File: config.mk
export PLATFORM = sky130hd
export DESIGN_NAME = pmx_port_a_mux
export DESIGN_NICKNAME = d
export VERILOG_FILES = /design/src/logic/pmx_pkg.sv /design/src/logic/pmx_debug_unlock.sv /design/src/logic/pmx_port_a_mux.sv
export SDC_FILE = /design/constraint.sdc
export NUM_CORES = 1
export LEC_CHECK = 0
export ABC_AREA = 1
export BUFFER_PORTS_ARGS = -buffer_cell sky130_fd_sc_hd__buf_4
export CAP_MARGIN = 20
export CORE_ASPECT_RATIO = 1.75
export CORE_MARGIN = 5
export CORE_UTILIZATION = 25
export CTS_BUF_LIST = sky130_fd_sc_hd__clkbuf_4 sky130_fd_sc_hd__clkbuf_8
export DETAILED_ROUTE_END_ITERATION = 7
export HOLD_SLACK_MARGIN = 0.02
export MAX_ROUTING_LAYER = met4
export PLACE_DENSITY_LB_ADDON = 0.3
export SYNTH_ARGS = -nofsm -noshare
export SYNTH_HDL_FRONTEND = slang
export SYNTH_SLANG_ARGS = --single-unit
File: constraint.sdc
create_clock -name clock -period 2.25 [get_ports clock]
set_input_delay 0.1125 -clock clock [delete_from_list [all_inputs] [get_ports clock]]
set_output_delay 0.1125 -clock clock [all_outputs]
set_load 0.01 [all_outputs]
File: src/logic/pmx_pkg.sv
// Notes on behaviour
// - Eight-pin: shared debug pin starts as input.
// - Low run during reset sequence unlocks debug.
// - No unlock seen: debug stays locked until reset.
// - Crystal enabled: bits zero and one disabled.
// - Eight-pin: external clock comes from bit one.
// - Wider parts: enable connects the single function.
// - Wider parts: fixed timer, serial, timer mapping.
// - Timer configuration picks input or inverted output.
// - Ports B, C: enable plus low select only.
// - Port D bit zero: enable selects function.
// - Bit zero: 00 timer input, 11 inverted out.
// - Bit two: driver enable, reset, timer1 out.
// - Bit three: CTS, comparator, timer1 in, analog.
// - Bits four, five: serial, analog; bit five also inverted timer1.
package pmx_pkg;
  localparam logic [7:0] OFF_PA_AF = 8'h00;
  localparam logic [7:0] OFF_PA_FSL = 8'h04;
  localparam logic [7:0] OFF_PA_FSH = 8'h08;
  localparam logic [7:0] OFF_PA_OUT = 8'h0C;
  localparam logic [7:0] OFF_PA_DIR = 8'h10;
  localparam logic [7:0] OFF_PA_IN = 8'h14;
  localparam logic [7:0] OFF_OSC = 8'h18;
  localparam logic [7:0] OFF_PB_AF = 8'h1C;
  localparam logic [7:0] OFF_PB_FSL = 8'h20;
  localparam logic [7:0] OFF_PC_AF = 8'h24;
  localparam logic [7:0] OFF_PC_FSL = 8'h28;
  localparam logic [7:0] OFF_PD_AF = 8'h2C;
  localparam logic [7:0] OFF_STATUS = 8'h30;

  localparam logic [7:0] RST_BYTE = 8'h00;
  localparam logic [1:0] RST_OSC = 2'h0;
  localparam int OSC_XTAL_BIT = 0;
  localparam int OSC_EXT_BIT = 1;
  localparam int STAT_UNLOCK_BIT = 0;
  localparam int STAT_DONE_BIT = 1;
  localparam int STAT_XTAL_BIT = 2;
  localparam int PB_EXTERNAL_CLOCK_INPUT_BIT = 3;
  localparam int PD_FN_BIT = 0;
  localparam int unsigned UNLOCK_LOW_CYCLES = 16;

  typedef enum logic [4:0] {
    FN_GPIO, FN_OFF, FN_DEBUG, FN_T0_IN, FN_T0_OUT, FN_T0_OUT_N, FN_T1_IN, FN_T1_OUT, FN_T1_OUT_N,
    FN_DRV_EN, FN_EXT_RST, FN_EXT_CLK, FN_CTS, FN_RX, FN_TX, FN_COMP, FN_ANALOG
  } pmx_fn_t;

  typedef struct packed {
    logic timer0_output;
    logic timer1_output;
    logic timer0_pin_is_input;
    logic timer1_pin_is_input;
    logic serial_driver_enable;
    logic serial_transmit;
    logic comparator_output;
    logic debug_out;
    logic debug_oe;
  } pmx_from_periph_t;

  typedef struct packed {
    logic timer0_input;
    logic timer1_input;
    logic serial_clear_to_send;
    logic serial_receive;
    logic external_clock_input;
    logic external_reset_request;
    logic debug_in;
  } pmx_to_periph_t;
endpackage

File: src/logic/pmx_debug_unlock.sv
`timescale 1ns/10ps
module pmx_debug_unlock #(
  parameter int unsigned LOW_CYCLES = pmx_pkg::UNLOCK_LOW_CYCLES
) (
  input wire logic clock,
  input wire logic rst,
  input wire logic reset_sequence,
  input wire logic pin_level,
  output logic unlocked,
  output logic decided
);
  localparam int unsigned CW = $clog2(LOW_CYCLES + 1);

  logic [CW-1:0] run_reg;
  logic seen_reg;
  logic run_done;

  assign run_done = (run_reg == CW'(LOW_CYCLES - 1));

  // The unlock pattern is a run of low samples inside the reset sequence window.
  always_ff @(posedge clock) begin
    if (rst) begin
      run_reg <= '0;
    end else if (!reset_sequence || pin_level || decided) begin
      run_reg <= '0;
    end else if (!run_done) begin
      run_reg <= run_reg + CW'(1);
    end
  end

  always_ff @(posedge clock) begin
    if (rst) begin
      unlocked <= 1'b0;
    end else if (!decided && reset_sequence && !pin_level && run_done) begin
      unlocked <= 1'b1;
    end
  end

  // Once the window has closed the outcome is frozen; only rst reopens it.
  always_ff @(posedge clock) begin
    if (rst) begin
      seen_reg <= 1'b0;
      decided <= 1'b0;
    end else begin
      if (reset_sequence) begin
        seen_reg <= 1'b1;
      end
      if (seen_reg && !reset_sequence) begin
        decided <= 1'b1;
      end
    end
  end
endmodule

File: src/logic/pmx_port_a_mux.sv
// Decided for this implementation: the register offsets and the Wishbone slave port.
`timescale 1ns/10ps
module pmx_port_a_mux #(
  parameter bit EIGHT_PIN = 1'b1,
  parameter int unsigned UNLOCK_LOW_CYCLES = pmx_pkg::UNLOCK_LOW_CYCLES
) (
  input wire logic clock,
  input wire logic rst,
  input wire logic wb_cyc_i,
  input wire logic wb_stb_i,
  input wire logic wb_we_i,
  input wire logic [7:0] wb_adr_i,
  input wire logic [3:0] wb_sel_i,
  input wire logic [31:0] wb_dat_i,
  output logic [31:0] wb_dat_o,
  output logic wb_ack_o,
  input wire logic reset_sequence,
  input wire logic [7:0] pa_pin_in,
  output logic [7:0] pa_pin_out,
  output logic [7:0] pa_pin_oe,
  output logic [7:0] analog_connect,
  input wire logic port_b_bit_three,
  input wire pmx_pkg::pmx_from_periph_t periph_i,
  output pmx_pkg::pmx_to_periph_t periph_o,
  output logic external_clock_select,
  output logic [7:0] pb_func_first,
  output logic [7:0] pb_func_second,
  output logic [7:0] pc_func_first,
  output logic [7:0] pc_func_second,
  output logic pd_func_en
);
  logic [7:0] pa_af_reg;
  logic [7:0] pa_fsl_reg;
  logic [7:0] pa_fsh_reg;
  logic [7:0] pa_out_reg;
  logic [7:0] pa_dir_reg;
  logic [1:0] osc_reg;
  logic [7:0] pb_af_reg;
  logic [7:0] pb_fsl_reg;
  logic [7:0] pc_af_reg;
  logic [7:0] pc_fsl_reg;
  logic pd_af_reg;
  logic [7:0] pa_meta_reg;
  logic [7:0] pa_sync_reg;
  logic pb3_meta_reg;
  logic pb3_sync_reg;
  logic wb_req;
  logic [31:0] rd_word;
  logic dbg_unlocked;
  logic dbg_decided;
  logic xtal_on;
  pmx_pkg::pmx_fn_t fn [8];
  logic [7:0] out_next;
  logic [7:0] oe_next;
  logic [7:0] ana_next;
  pmx_pkg::pmx_to_periph_t to_next;

  assign wb_req = wb_cyc_i && wb_stb_i && !wb_ack_o;
  assign xtal_on = osc_reg[pmx_pkg::OSC_XTAL_BIT];

  // Pads are asynchronous to the system clock.
  always_ff @(posedge clock) begin
    if (rst) begin
      pa_meta_reg <= pmx_pkg::RST_BYTE;
      pa_sync_reg <= pmx_pkg::RST_BYTE;
      pb3_meta_reg <= 1'b0;
      pb3_sync_reg <= 1'b0;
    end else begin
      pa_meta_reg <= pa_pin_in;
      pa_sync_reg <= pa_meta_reg;
      pb3_meta_reg <= port_b_bit_three;
      pb3_sync_reg <= pb3_meta_reg;
    end
  end

  // Registers hold at most one byte (OSC two bits, PD one bit) in lane 0; other lanes are ignored.
  always_ff @(posedge clock) begin
    if (rst) begin
      pa_af_reg <= pmx_pkg::RST_BYTE;
      pa_fsl_reg <= pmx_pkg::RST_BYTE;
      pa_fsh_reg <= pmx_pkg::RST_BYTE;
      pa_out_reg <= pmx_pkg::RST_BYTE;
      pa_dir_reg <= pmx_pkg::RST_BYTE;
      osc_reg <= pmx_pkg::RST_OSC;
      pb_af_reg <= pmx_pkg::RST_BYTE;
      pb_fsl_reg <= pmx_pkg::RST_BYTE;
      pc_af_reg <= pmx_pkg::RST_BYTE;
      pc_fsl_reg <= pmx_pkg::RST_BYTE;
      pd_af_reg <= 1'b0;
    end else if (wb_req && wb_we_i && wb_sel_i[0]) begin
      case (wb_adr_i)
        pmx_pkg::OFF_PA_AF: pa_af_reg <= wb_dat_i[7:0];
        pmx_pkg::OFF_PA_FSL: pa_fsl_reg <= wb_dat_i[7:0];
        pmx_pkg::OFF_PA_FSH: pa_fsh_reg <= wb_dat_i[7:0];
        pmx_pkg::OFF_PA_OUT: pa_out_reg <= wb_dat_i[7:0];
        pmx_pkg::OFF_PA_DIR: pa_dir_reg <= wb_dat_i[7:0];
        pmx_pkg::OFF_OSC: osc_reg <= wb_dat_i[1:0];
        pmx_pkg::OFF_PB_AF: pb_af_reg <= wb_dat_i[7:0];
        pmx_pkg::OFF_PB_FSL: pb_fsl_reg <= wb_dat_i[7:0];
        pmx_pkg::OFF_PC_AF: pc_af_reg <= wb_dat_i[7:0];
        pmx_pkg::OFF_PC_FSL: pc_fsl_reg <= wb_dat_i[7:0];
        pmx_pkg::OFF_PD_AF: pd_af_reg <= wb_dat_i[pmx_pkg::PD_FN_BIT];
        default: ;
      endcase
    end
  end

  always_comb begin
    rd_word = '0;
    case (wb_adr_i)
      pmx_pkg::OFF_PA_AF: rd_word[7:0] = pa_af_reg;
      pmx_pkg::OFF_PA_FSL: rd_word[7:0] = pa_fsl_reg;
      pmx_pkg::OFF_PA_FSH: rd_word[7:0] = pa_fsh_reg;
      pmx_pkg::OFF_PA_OUT: rd_word[7:0] = pa_out_reg;
      pmx_pkg::OFF_PA_DIR: rd_word[7:0] = pa_dir_reg;
      pmx_pkg::OFF_PA_IN: rd_word[7:0] = pa_sync_reg;
      pmx_pkg::OFF_OSC: rd_word[1:0] = osc_reg;
      pmx_pkg::OFF_PB_AF: rd_word[7:0] = pb_af_reg;
      pmx_pkg::OFF_PB_FSL: rd_word[7:0] = pb_fsl_reg;
      pmx_pkg::OFF_PC_AF: rd_word[7:0] = pc_af_reg;
      pmx_pkg::OFF_PC_FSL: rd_word[7:0] = pc_fsl_reg;
      pmx_pkg::OFF_PD_AF: rd_word[pmx_pkg::PD_FN_BIT] = pd_af_reg;
      pmx_pkg::OFF_STATUS: begin
        rd_word[pmx_pkg::STAT_UNLOCK_BIT] = dbg_unlocked;
        rd_word[pmx_pkg::STAT_DONE_BIT] = dbg_decided;
        rd_word[pmx_pkg::STAT_XTAL_BIT] = xtal_on;
      end
      default: ;
    endcase
  end

  // Every cycle of a request answers in exactly one wait state, mapped or not.
  always_ff @(posedge clock) begin
    if (rst) begin
      wb_ack_o <= 1'b0;
      wb_dat_o <= '0;
    end else begin
      wb_ack_o <= wb_req;
      wb_dat_o <= wb_req ? rd_word : '0;
    end
  end

  pmx_debug_unlock #(
    .LOW_CYCLES(UNLOCK_LOW_CYCLES)
  ) u_debug_unlock (
    .clock(clock),
    .rst(rst),
    .reset_sequence(reset_sequence),
    .pin_level(pa_sync_reg[0]),
    .unlocked(dbg_unlocked),
    .decided(dbg_decided)
  );

  // Reserved codes and disabled pins decode to FN_GPIO.
  function automatic pmx_pkg::pmx_fn_t pa_decode(input int pin, input logic en, input logic [1:0] code,
                                                 input logic t0_in, input logic t1_in);
    pmx_pkg::pmx_fn_t f;
    f = pmx_pkg::FN_GPIO;
    if (en && EIGHT_PIN) begin
      case (pin)
        0: f = (code == 2'b00) ? pmx_pkg::FN_T0_IN : (code == 2'b11) ? pmx_pkg::FN_T0_OUT_N : pmx_pkg::FN_GPIO;
        1: f = (code == 2'b00) ? pmx_pkg::FN_T0_OUT : (code == 2'b10) ? pmx_pkg::FN_EXT_CLK :
               (code == 2'b11) ? pmx_pkg::FN_ANALOG : pmx_pkg::FN_GPIO;
        2: f = (code == 2'b00) ? pmx_pkg::FN_DRV_EN : (code == 2'b01) ? pmx_pkg::FN_EXT_RST :
               (code == 2'b10) ? pmx_pkg::FN_T1_OUT : pmx_pkg::FN_GPIO;
        3: f = (code == 2'b00) ? pmx_pkg::FN_CTS : (code == 2'b01) ? pmx_pkg::FN_COMP :
               (code == 2'b10) ? pmx_pkg::FN_T1_IN : pmx_pkg::FN_ANALOG;
        4: f = (code == 2'b00) ? pmx_pkg::FN_RX : (code == 2'b11) ? pmx_pkg::FN_ANALOG : pmx_pkg::FN_GPIO;
        5: f = (code == 2'b00) ? pmx_pkg::FN_TX : (code == 2'b01) ? pmx_pkg::FN_T1_OUT_N :
               (code == 2'b11) ? pmx_pkg::FN_ANALOG : pmx_pkg::FN_GPIO;
        default: f = pmx_pkg::FN_GPIO;
      endcase
    end else if (en) begin
      case (pin)
        0: f = t0_in ? pmx_pkg::FN_T0_IN : pmx_pkg::FN_T0_OUT_N;
        1: f = pmx_pkg::FN_T0_OUT;
        2: f = pmx_pkg::FN_DRV_EN;
        3: f = pmx_pkg::FN_CTS;
        4: f = pmx_pkg::FN_RX;
        5: f = pmx_pkg::FN_TX;
        6: f = t1_in ? pmx_pkg::FN_T1_IN : pmx_pkg::FN_T1_OUT_N;
        default: f = pmx_pkg::FN_T1_OUT;
      endcase
    end
    return f;
  endfunction

  // Crystal override beats the debug pin, which beats the select registers.
  for (genvar i = 0; i < 8; i++) begin : g_pin
    assign fn[i] = (xtal_on && i < 2) ? pmx_pkg::FN_OFF :
                   (EIGHT_PIN && i == 0 && dbg_unlocked) ? pmx_pkg::FN_DEBUG :
                   pa_decode(i, pa_af_reg[i], {pa_fsl_reg[i], pa_fsh_reg[i]},
                             periph_i.timer0_pin_is_input, periph_i.timer1_pin_is_input);
  end

  always_comb begin
    out_next = '0;
    oe_next = '0;
    ana_next = '0;
    to_next = '0;
    to_next.serial_receive = 1'b1;
    for (int k = 0; k < 8; k++) begin
      case (fn[k])
        pmx_pkg::FN_GPIO: begin
          out_next[k] = pa_out_reg[k];
          oe_next[k] = pa_dir_reg[k];
        end
        pmx_pkg::FN_DEBUG: begin
          out_next[k] = periph_i.debug_out;
          oe_next[k] = periph_i.debug_oe;
          to_next.debug_in = pa_sync_reg[k];
        end
        pmx_pkg::FN_T0_IN: to_next.timer0_input = pa_sync_reg[k];
        pmx_pkg::FN_T1_IN: to_next.timer1_input = pa_sync_reg[k];
        pmx_pkg::FN_CTS: to_next.serial_clear_to_send = pa_sync_reg[k];
        pmx_pkg::FN_RX: to_next.serial_receive = pa_sync_reg[k];
        pmx_pkg::FN_EXT_CLK: to_next.external_clock_input = pa_sync_reg[k];
        pmx_pkg::FN_EXT_RST: to_next.external_reset_request = !pa_sync_reg[k];
        pmx_pkg::FN_ANALOG: ana_next[k] = 1'b1;
        pmx_pkg::FN_T0_OUT: begin
          out_next[k] = periph_i.timer0_output;
          oe_next[k] = 1'b1;
        end
        pmx_pkg::FN_T0_OUT_N: begin
          out_next[k] = !periph_i.timer0_output;
          oe_next[k] = 1'b1;
        end
        pmx_pkg::FN_T1_OUT: begin
          out_next[k] = periph_i.timer1_output;
          oe_next[k] = 1'b1;
        end
        pmx_pkg::FN_T1_OUT_N: begin
          out_next[k] = !periph_i.timer1_output;
          oe_next[k] = 1'b1;
        end
        pmx_pkg::FN_DRV_EN: begin
          out_next[k] = periph_i.serial_driver_enable;
          oe_next[k] = 1'b1;
        end
        pmx_pkg::FN_TX: begin
          out_next[k] = periph_i.serial_transmit;
          oe_next[k] = 1'b1;
        end
        pmx_pkg::FN_COMP: begin
          out_next[k] = periph_i.comparator_output;
          oe_next[k] = 1'b1;
        end
        default: ;
      endcase
    end
    if (!EIGHT_PIN) begin
      to_next.external_clock_input = pb3_sync_reg && pb_af_reg[pmx_pkg::PB_EXTERNAL_CLOCK_INPUT_BIT];
    end
  end

  // All pin and peripheral outputs are registered to keep the pads glitch free.
  always_ff @(posedge clock) begin
    if (rst) begin
      pa_pin_out <= pmx_pkg::RST_BYTE;
      pa_pin_oe <= pmx_pkg::RST_BYTE;
      analog_connect <= pmx_pkg::RST_BYTE;
      periph_o <= '0;
      external_clock_select <= 1'b0;
      pb_func_first <= pmx_pkg::RST_BYTE;
      pb_func_second <= pmx_pkg::RST_BYTE;
      pc_func_first <= pmx_pkg::RST_BYTE;
      pc_func_second <= pmx_pkg::RST_BYTE;
      pd_func_en <= 1'b0;
    end else begin
      pa_pin_out <= out_next;
      pa_pin_oe <= oe_next;
      analog_connect <= ana_next;
      periph_o <= to_next;
      external_clock_select <= osc_reg[pmx_pkg::OSC_EXT_BIT];
      pb_func_first <= pb_af_reg & ~pb_fsl_reg;
      pb_func_second <= pb_af_reg & pb_fsl_reg;
      pc_func_first <= pc_af_reg & ~pc_fsl_reg;
      pc_func_second <= pc_af_reg & pc_fsl_reg;
      pd_func_en <= pd_af_reg;
    end
  end
endmodule

==> flow_summary.yaml, run 1 <==
placement:
  gp_congestion: 0.890
  dpl.hpwl_um: 17700
  port_buffers: 107
die:
  die-area_um2: 33100
  core-area_um2: 29200
  initial_core_util: 0.252
  die_h_um: 237
  num_rows: 83
  design.portCount: 166
  die_w_um: 140
pwr:
  swShare: 0.252
  p_leak_uw: 0.00391
  pwr_density_cell_nw_per_um2: 618
  power.switching_uw: 1420
  ir_drop_v: 0.000415
  sequentialPowerShare: 0.537
  internal_power_uw: 4210
  clockPowerShare: 0.404
  p_comb_frac: 0.059
sta:
  hold_viol_final: 0
  worst_pin_slew_ns: 0.612
  max_slew_margin: 0.588
  rsz0062_at_grt: "no"
  fmax_ghz: 0.475
  post-route-period-util: 0.935
  setup_viol: 0
  fin_crit_ns: 2.10
  fin_tns_setup_ns: 0
  final_max_slew_viol_count: 0
  fin_skew_ns: 0.0154
critical_path:
  path_class: "in -> reg"
  r2r_cells: 9
  startpoint_type: "input port"
  cp.required_ns: 2.62
  critPathLaunch: "wb_stb_i"
  timing.reg2reg.setup_slack_ns: 0.33
  worstPathArrival_ns: 2.48
  r2r-end: "periph_o[0]"
  r2r_start: "pa_fsl_reg[3]"
  cp-end-kind: "flip-flop"
  cp_max_fo: 16
route:
  wirelength_um: 23700
  dr_total_vias: 6750
  avgViaCountPerCell: 4.46
  post-route-drc-count: 0
  ant_nets: 0
  dr.first_iter.drc_count: 510
  drt_first_pass_iters: 5
  wl_per_cell_um: 15.7
cells_and_area:
  finalNetCount: 1194
  drive_above_1_share: 0.164
  syn_to_final_growth_pct: 24.0
  fin_util: 0.312
clocking:
  cts_setup_buffers: 0
  htree_levels: 4
  insertion_delay_ns: 0.49
  clockBufferDepth: 2
  clock-sinks: 169
  numCtsBuffers: 17
  root_buffer: "clkbuf_8"
  cts.clk_slew.worst_paths_ns: 0.09
  cts_tree: "done"
logic_synthesis:
  netlist_top_cells_count: "dfxtp_1 (169), inv_1 (130), nor2_1 (124)"
  synthFlopType: "dfxtp_1"
  synth_area_leaders: "dfxtp_1 (46%), nand3_1 (7.0%), inv_1 (6.6%)"
  async_reset_ff_frac: 0
  yosysTopAreaCell: "dfxtp_1"
  yosysWarnings: 0
  synth_most_common_cell: "dfxtp_1"
  syn_inst: 989
  synth-edff-count: 0
  netlist_area_um2: 7350
  avgSynthCellArea_um2: 7.43
  synth.yosys.seq_area_share: 0.460
  ys_ff_latch: 169
  synth.distinct_cells: 33
  synth_top_area_frac: 0.460
global_route:
  grtUsageTotal: 0.146
  grt_pass1_wl_um: 35900
  grt_pass1_vias: 6447
  grt_max_degree: 65
  overflow: 0
  antenna_found_initial: 1
job:
  maxCapViolations: 0
hold_path:
  min_path_type: "in -> reg"
  hold_start: "periph_i[1]"
  worst_hold_path.endpoint: "pa_pin_out[2]"
  holdPathStages: 5
status:
  status: "complete, no violations"
[per-stage QoR]
stage	total power, µW	std cells	worst slack, ns	hold slack [ns]	instance area, µm²
finish	5630	1512	0.145	0.0612	9110
global route	5850	1512	0.0351	0.0678	9110
CTS	5710	1511	0.134	0.0226	9100
detailed placement	3390	1453	0.376	0.325	8420
global placement	3390	1453	0.399	0.322	8420
floorplan	3280	1016	0.682	0.219	7450
[repair_timing]
| action | in CTS | in global routing |
|---|---|---|
| resized for setup | 0 | 2 |
| hold endpoints to repair | 98 | 0 |
| setup endpoints to repair | 0 | 7 |
| hold buffers | 26 | 0 |
[power by group through the flow]
stage / clock [µW] / combinational (µW) / sequential (µW)
floorplan: 0 / 198 / 3090
CTS: 2360 / 334 / 3020
global route: 2460 / 366 / 3020
detailed placement: 0 / 297 / 3090
global placement: 0 / 295 / 3090
finish: 2270 / 333 / 3020
[final cells by class]
cell class	count	area, µm²
diodes	1	2.50
clock buffers	20	275
flip-flops and latches	169	3380
well taps	382	478
clock inverters	12	140
repair buffers	148	1190
multi-input cells	643	3120
fillers	3126	20100
inverters	137	519
[cell usage in the layout (no fill, tap or decap), drive strengths merged]
cell | netlist | final
a21oi | 75 | 75
a31oi | 1 | 1
buf | 51 | 122
bufinv | 0 | 2
clkbuf | 16 | 20
clkinv | 1 | 6
clkinvlp | 0 | 3
conb | 1 | 28
dfxtp | 169 | 169
diode | 0 | 1
dlygate4sd3 | 0 | 26
ha | 10 | 10
inv | 136 | 138
nand2 | 128 | 128
nand3 | 109 | 109
nand3b | 3 | 3
nand4 | 8 | 8
nor2 | 134 | 134
nor3 | 39 | 39
nor4 | 1 | 1
o2111ai | 2 | 2
o211ai | 3 | 3
o21ai | 99 | 99
o21bai | 1 | 1
o22ai | 2 | 2
[critical path, cell delays in order]
cell and delay (ns):
dlygate4sd3_1 0.53, buf_4 0.10, nand2_1 0.04, dlygate4sd3_1 0.56
nor2_2 0.11, nand3_2 0.22, clkinv_4 0.21, nand3_2 0.27
o21ai_0 0.27, a21oi_1 0.05
[per-layer routing]
layer,track usage,part of all wire
met5,-,0
met4,0.0805,0.052
met3,0.0303,0.050
met2,0.256,0.52
met1,0.152,0.38
[cells by family after synthesis]
family                     count (synthesis)  synth area share
DFF                                      169             0.460
buffers and inverters                    204             0.130
AOI/OAI and AO/OA                        183             0.128
adders and majority gates                 10            0.0170
and+or+nand+nor                          422             0.264
other                                      1          0.000510
[how the worst max path moves through the flow]
stage / slack, ns / cells after the start / to
2_1_floorplan: 0.68 / 10 / periph_o[5]
3_5_place_dp: 0.38 / 10 / periph_o[5]
4_1_cts: 0.13 / 11 / pa_fsh_reg[3]
3_3_place_gp: 0.40 / 10 / periph_o[5]
5_1_grt: 0.04 / 12 / pa_out_reg[0]
6_report: 0.15 / 10 / pc_af_reg[7]
No activity file was read; power rests on OpenSTA's default activity.
==> run 2, diff against run 1 <==
SYNTH_HIERARCHICAL = 1   (was default)
==> flow_summary.yaml, run 2 <==
sta:
  fin_crit_ns: 1.91
  post-route-period-util: 0.848
  fmax_ghz: 0.524
  fin_tns_setup_ns: 0
  rsz0062_at_grt: "no"
  hold_viol_final: 0
  holdWs_ns: 0.0741
  final_max_slew_viol_count: 0
  max_slew_margin: 0.506
  fin_skew_ns: 0.0154
  worst_pin_slew_ns: 0.740
  setup_viol: 0
critical_path:
  timing.reg2reg.setup_slack_ns: 0.34
  cp-end-kind: "flip-flop"
  critPathTopFamily: "simple AND/OR/NAND/NOR gates"
  worst_path_max_delay_cell: "dfxtp_1"
  path_class: "reg -> reg"
  crit_buf_inv: 2
  crit_top_cell: "nor2_1"
  r2r_cells: 10
  worstPathArrival_ns: 2.34
  r2r-end: "pa_pin_out[3]"
  critPathMaxStageDelay_ns: 0.51
  r2r_start: "pa_fsl_reg[3]"
  cp.required_ns: 2.68
  startpoint_type: "flip-flop"
  cp_max_fo: 5
  path_cells: "inv_2 > ha_1 > inv_1 > nand2_2 > nor2_1 > nand3_1 > and2_1 > nand3_1 > nor2_1 > nor2_1"
logic_synthesis:
  synth.yosys.seq_area_share: 0.450
  yosysWarnings: 6
  syn_inst: 996
  synth.distinct_cells: 39
  async_reset_ff_frac: 0
  synth_most_common_cell: "dfxtp_1"
  avgSynthCellArea_um2: 7.55
  netlist_top_cells_count: "dfxtp_1 (169), inv_1 (124), nand2_1 (119)"
  synth_area_leaders: "dfxtp_1 (45%), nand3_1 (7.4%), inv_1 (6.2%)"
  netlist_area_um2: 7520
  yosysTopAreaCell: "dfxtp_1"
  synth-edff-count: 0
  synth_top_area_frac: 0.450
  ys_ff_latch: 169
  synthFlopType: "dfxtp_1"
clocking:
  root_buffer: "clkbuf_8"
  clockBufferDepth: 2
  cts_tree: "done"
  numCtsBuffers: 17
  clock-sinks: 169
  insertion_delay_ns: 0.49
  cts.clk_slew.worst_paths_ns: 0.10
  htree_levels: 4
  ctsResizeCount: 0
global_route:
  grt_max_degree: 46
  grt_pass1_vias: 6575
  grt_pass1_wl_um: 36900
  grtUsageTotal: 0.147
  antenna_found_initial: 1
  overflow: 0
pwr:
  clockPowerShare: 0.418
  swShare: 0.253
  power.switching_uw: 1460
  p_leak_uw: 0.00405
  finalPower_uw: 5770
  p_comb_frac: 0.058
  pwr_density_cell_nw_per_um2: 624
  internal_power_uw: 4310
  sequentialPowerShare: 0.524
  ir_drop_v: 0.000432
die:
  die_w_um: 141
  core-area_um2: 29800
  num_rows: 84
  initial_core_util: 0.252
  die_h_um: 239
  die-area_um2: 33800
  design.portCount: 166
cells_and_area:
  fillers: 3258
  mostFrequentLayoutCell: "dfxtp_1"
  drive_above_1_share: 0.188
  mostFrequentLayoutCells: "dfxtp_1 (169), buf_4 (129), inv_1 (124)"
  finalNetCount: 1203
  syn_to_final_growth_pct: 22.8
  fin_util: 0.309
route:
  avgViaCountPerCell: 4.42
  ant_nets: 0
  wl_per_cell_um: 15.8
  post-route-drc-count: 0
  dr_total_vias: 6744
  wirelength_um: 24100
  dr.first_iter.drc_count: 449
  drt_first_pass_iters: 5
placement:
  gp_congestion: 0.872
  dpl.hpwl_um: 18800
  port_buffers: 107
hold_path:
  holdPathStages: 5
  worst_hold_path.endpoint: "pa_pin_out[3]"
  hold_start: "periph_i[4]"
  min_path_type: "in -> reg"
job:
  maxCapViolations: 0
status:
  status: "complete, no violations"
==> run 2: cell type report <==
type	instances	area, µm²	share of cell area
antenna	1	2.50	0.000271
timing repair buffer	151	1200	0.130
inverter	137	522	0.0565
clock inverter	13	185	0.0200
sequential	169	3380	0.366
multi-input combinational	649	3210	0.347
clock buffer	19	255	0.0276
tap	387	484	0.0524
==> run 2: how the worst max path moves through the flow <==
| stage | from | endpoint | slack, ns | cells after the start |
|---|---|---|---|---|
| 6_report | pa_fsl_reg[3] | pa_pin_out[3] | 0.34 | 10 |
| 5_1_grt | pa_fsl_reg[3] | pa_pin_out[3] | 0.12 | 11 |
| 4_1_cts | pa_fsl_reg[3] | pa_pin_out[3] | 0.33 | 11 |
| 3_5_place_dp | pa_fsl_reg[3] | pa_pin_out[3] | 0.37 | 11 |
| 3_3_place_gp | pa_fsl_reg[3] | pa_pin_out[3] | 0.37 | 10 |
| 2_1_floorplan | pa_fsl_reg[3] | periph_o[2] | 0.59 | 9 |
==> run 2: kinds of logic (layout without fill, tap and decap cells) <==
logic type	Yosys count	count (layout)	synth area share
xor gates and xnor gates	1	1	0.00116
and+or+nand+nor	429	429	0.271
adders and majority gates	10	10	0.0166
DFF	169	169	0.450
buffers and inverters	205	320	0.138
other	1	29	0.000499
AOI/OAI and AO/OA	181	181	0.123
==> run 2: worst reg2reg max path, cell delays in order, from the launching register on <==
cell     delay [ns]
dfxtp_1        0.51
inv_2          0.13
ha_1           0.33
inv_1          0.10
nand2_2        0.09
nor2_1         0.21
nand3_1        0.10
and2_1         0.19
nand3_1        0.08
nor2_1         0.05
nor2_1         0.07
==> run 2: routing by layer <==
| layer | part of all wire | track usage |
|---|---|---|
| met1 | 0.37 | 0.147 |
| met2 | 0.54 | 0.272 |
| met3 | 0.046 | 0.0268 |
| met4 | 0.043 | 0.0714 |
| met5 | 0 | - |
==> run 2: power groups by stage <==
stage / clock [µW] / combinational (µW) / sequential, µW
2_1_floorplan: 0 / 204 / 3090
3_3_place_gp: 0 / 308 / 3090
3_5_place_dp: 0 / 309 / 3090
4_1_cts: 2500 / 339 / 3020
5_1_grt: 2610 / 371 / 3020
6_report: 2410 / 337 / 3020
==> run 2: timing repair <==
| action | 4_1_cts | 5_1_grt |
|---|---|---|
| hold endpoints to repair | 97 | 0 |
| buffers inserted | 0 | 0 |
| hold buffers | 21 | 0 |
==> run 2: through the flow <==
stage | instance area (µm²) | worst slack (ns) | instances
after floorplan | 7620 | 0.593 | 1023
after global placement | 8580 | 0.366 | 1472
after detailed placement | 8580 | 0.366 | 1472
after CTS | 9230 | 0.329 | 1525
after global routing | 9240 | 0.123 | 1526
final | 9240 | 0.341 | 1526
==> run 3, diff against run 2 <==
ABC_AREA = 0   (was 1)
clock period = 1.6 ns   (was 2.25 ns; I/O delays follow)
==> flow_summary.yaml, run 3 <==
global_route:
  grt_pass1_vias: 6704
  grtUsageTotal: 0.155
  grt_pass1_wl_um: 38400
  antenna_found_initial: 1
  grt_max_degree: 57
  overflow: 0
logic_synthesis:
  synthFlopType: "dfxtp_1"
  synth_area_leaders: "dfxtp_1 (46%), mux2i_1 (12%), nor2_1 (5.2%)"
  syn_inst: 789
  yosysTopAreaCell: "dfxtp_1"
  synth_most_common_cell: "dfxtp_1"
  synth-edff-count: 0
  async_reset_ff_frac: 0
  yosysWarnings: 6
  synth.distinct_cells: 64
  ys_ff_latch: 169
  netlist_top_cells_count: "dfxtp_1 (169), nor2_1 (103), mux2i_1 (87)"
  avgSynthCellArea_um2: 9.41
  synth.yosys.seq_area_share: 0.456
  netlist_area_um2: 7420
  synth_top_area_frac: 0.456
status:
  status: "finished, violations left"
  violations: "negative setup slack"
sta:
  fmax_ghz: 0.586
  holdWs_ns: 0.0496
  fin_tns_setup_ns: -0.539
  rsz0062_at_grt: "yes"
  hold_viol_final: 0
  setup_slack_ns: -0.107
  fin_crit_ns: 1.71
  fin_skew_ns: 0.0104
  setup_viol: 20
  worst_pin_slew_ns: 0.533
  post-route-period-util: 1.07
  max_slew_margin: 0.642
  final_max_slew_viol_count: 0
placement:
  dp_cells: 1350
  gp_congestion: 0.878
  dpl.hpwl_um: 19300
  port_buffers: 107
  preCtsSetupSlack_ns: -0.253
critical_path:
  cp.required_ns: 1.97
  cp_max_fo: 4
  worstPathArrival_ns: 2.08
  path_class: "reg -> reg"
  critPathMaxStageDelay_ns: 0.40
  cp-end-kind: "flip-flop"
  worst_path_max_delay_cell: "or4_1"
  startpoint_type: "flip-flop"
  path_cells: "inv_6 > ha_4 > nor2_2 > or3_4 > or4_1 > a311oi_1"
pwr:
  pwr_density_cell_nw_per_um2: 754
  p_leak_uw: 0.00415
  ir_drop_v: 0.000468
clocking:
  clockBufferDepth: 2
  root_buffer: "clkbuf_8"
  cts_tree: "done"
  insertion_delay_ns: 0.47
  numCtsBuffers: 17
  cts.clk_slew.worst_paths_ns: 0.09
  clock-sinks: 169
  htree_levels: 4
route:
  post-route-drc-count: 0
  avgViaCountPerCell: 4.59
  drt_first_pass_iters: 4
  ant_nets: 0
  dr_total_vias: 6490
  wl_per_cell_um: 17.9
  dr.first_iter.drc_count: 329
  wirelength_um: 25300
cells_and_area:
  fin_util: 0.358
  syn_to_final_growth_pct: 41.7
  instances_no_fill: 1413
  mostFrequentLayoutCells: "buf_4 (220), dfxtp_1 (159), nor2_1 (101)"
  mostFrequentLayoutCell: "buf_4"
  finalNetCount: 1095
  drive_above_1_share: 0.352
die:
  die_w_um: 140
  design.portCount: 166
  core-area_um2: 29400
  die-area_um2: 33400
  die_h_um: 238
  initial_core_util: 0.253
  num_rows: 83
hold_path:
  min_path_type: "in -> reg"
job:
  maxCapViolations: 0
[run 3: changes by cell type in the layout (fill, tap and decap cells not counted), moves of 31 or more]
cell,change
buf_4,+91
nand3_1,-100
inv_1,-111
mux2i_1,+84
a21oi_1,-45
nand2_1,-68
nor2b_1,+31
o21ai_0,-73
[run 3: where the power goes]
part	leakage [µW]	switching (µW)	internal (µW)
sequential	0.00137	22.5	4220
clock	0.000202	1630	1490
combinational	0.00258	329	238
total	0.00415	1980	5950
[run 3: worst max-delay path: cells and delay by family, from the launching register on]
| family | cells | cell delay [ns] |
|---|---|---|
| buffers and inverters | 1 | 0.07 |
| adders and majority gates | 1 | 0.14 |
| AOI/OAI and AO/OA | 1 | 0.24 |
| DFF | 1 | 0.38 |
| and+or+nand+nor | 3 | 0.78 |
[run 3: layout make-up]
type | count | area [µm²]
Timing Repair Buffer | 254 | 2070
Multi-Input combinational cell | 557 | 4090
Fill cell | 3028 | 18900
Antenna cell | 1 | 2.50
Clock buffer | 20 | 263
Clock inverter | 12 | 138
Inverter | 18 | 75.1
Tap cell | 382 | 478
Sequential cell | 169 | 3400
[run 3: per-stage QoR]
stage                     instance area, µm²  total power (µW)
after floorplan                         7630              4640
after global placement                  9440              4860
after detailed placement                9440              4870
after CTS                              10300              8050
after global routing                   10500              8260
final                                  10500              7930
[run 3: metal layers]
layer | track usage | up-vias | wire (µm)
li1 | - | 3184 | -
met1 | 0.149 | 3122 | 9020
met2 | 0.295 | 135 | 14400
met3 | 0.0275 | 49 | 797
met4 | 0.0717 | 0 | 1020
met5 | - | - | 0
[run 3: worst paths after layout]
kind / slack (ns) / from / cells past startpoint / endpoint
max: -0.11 / pa_fsh_reg[2] / 6 / periph_o[2]
min: 0.05 / periph_i[1] / 4 / pa_pin_out[3]
min reg2reg: 0.44 / pa_meta_reg[2] / 1 / pa_sync_reg[2]
max reg2reg: -0.11 / pa_fsh_reg[2] / 6 / periph_o[2]
[run 3: what timing repair did]
item,4_1_cts,5_1_grt
buffers inserted,7,2
endpoints found under the setup margin,27,43
endpoints found under the hold margin,95,0
pin swaps,12,23
hold buffers,20,0
gates resized for setup,35,55
cloned,1,0
[run 3: kinds of logic (layout without fill, tap and decap cells)]
family | count (synthesis) | in the layout | share of synthesized area
multiplexers | 93 | 93 | 0.128
XOR/XNOR | 4 | 4 | 0.00472
other | 1 | 29 | 0.000505
AO/OA/AOI/OAI | 106 | 106 | 0.0949
buffers and inverters | 91 | 304 | 0.0635
flip-flops | 169 | 169 | 0.456
AND/OR/NAND/NOR | 315 | 316 | 0.236
adder cells (fa/ha/maj) | 10 | 10 | 0.0169
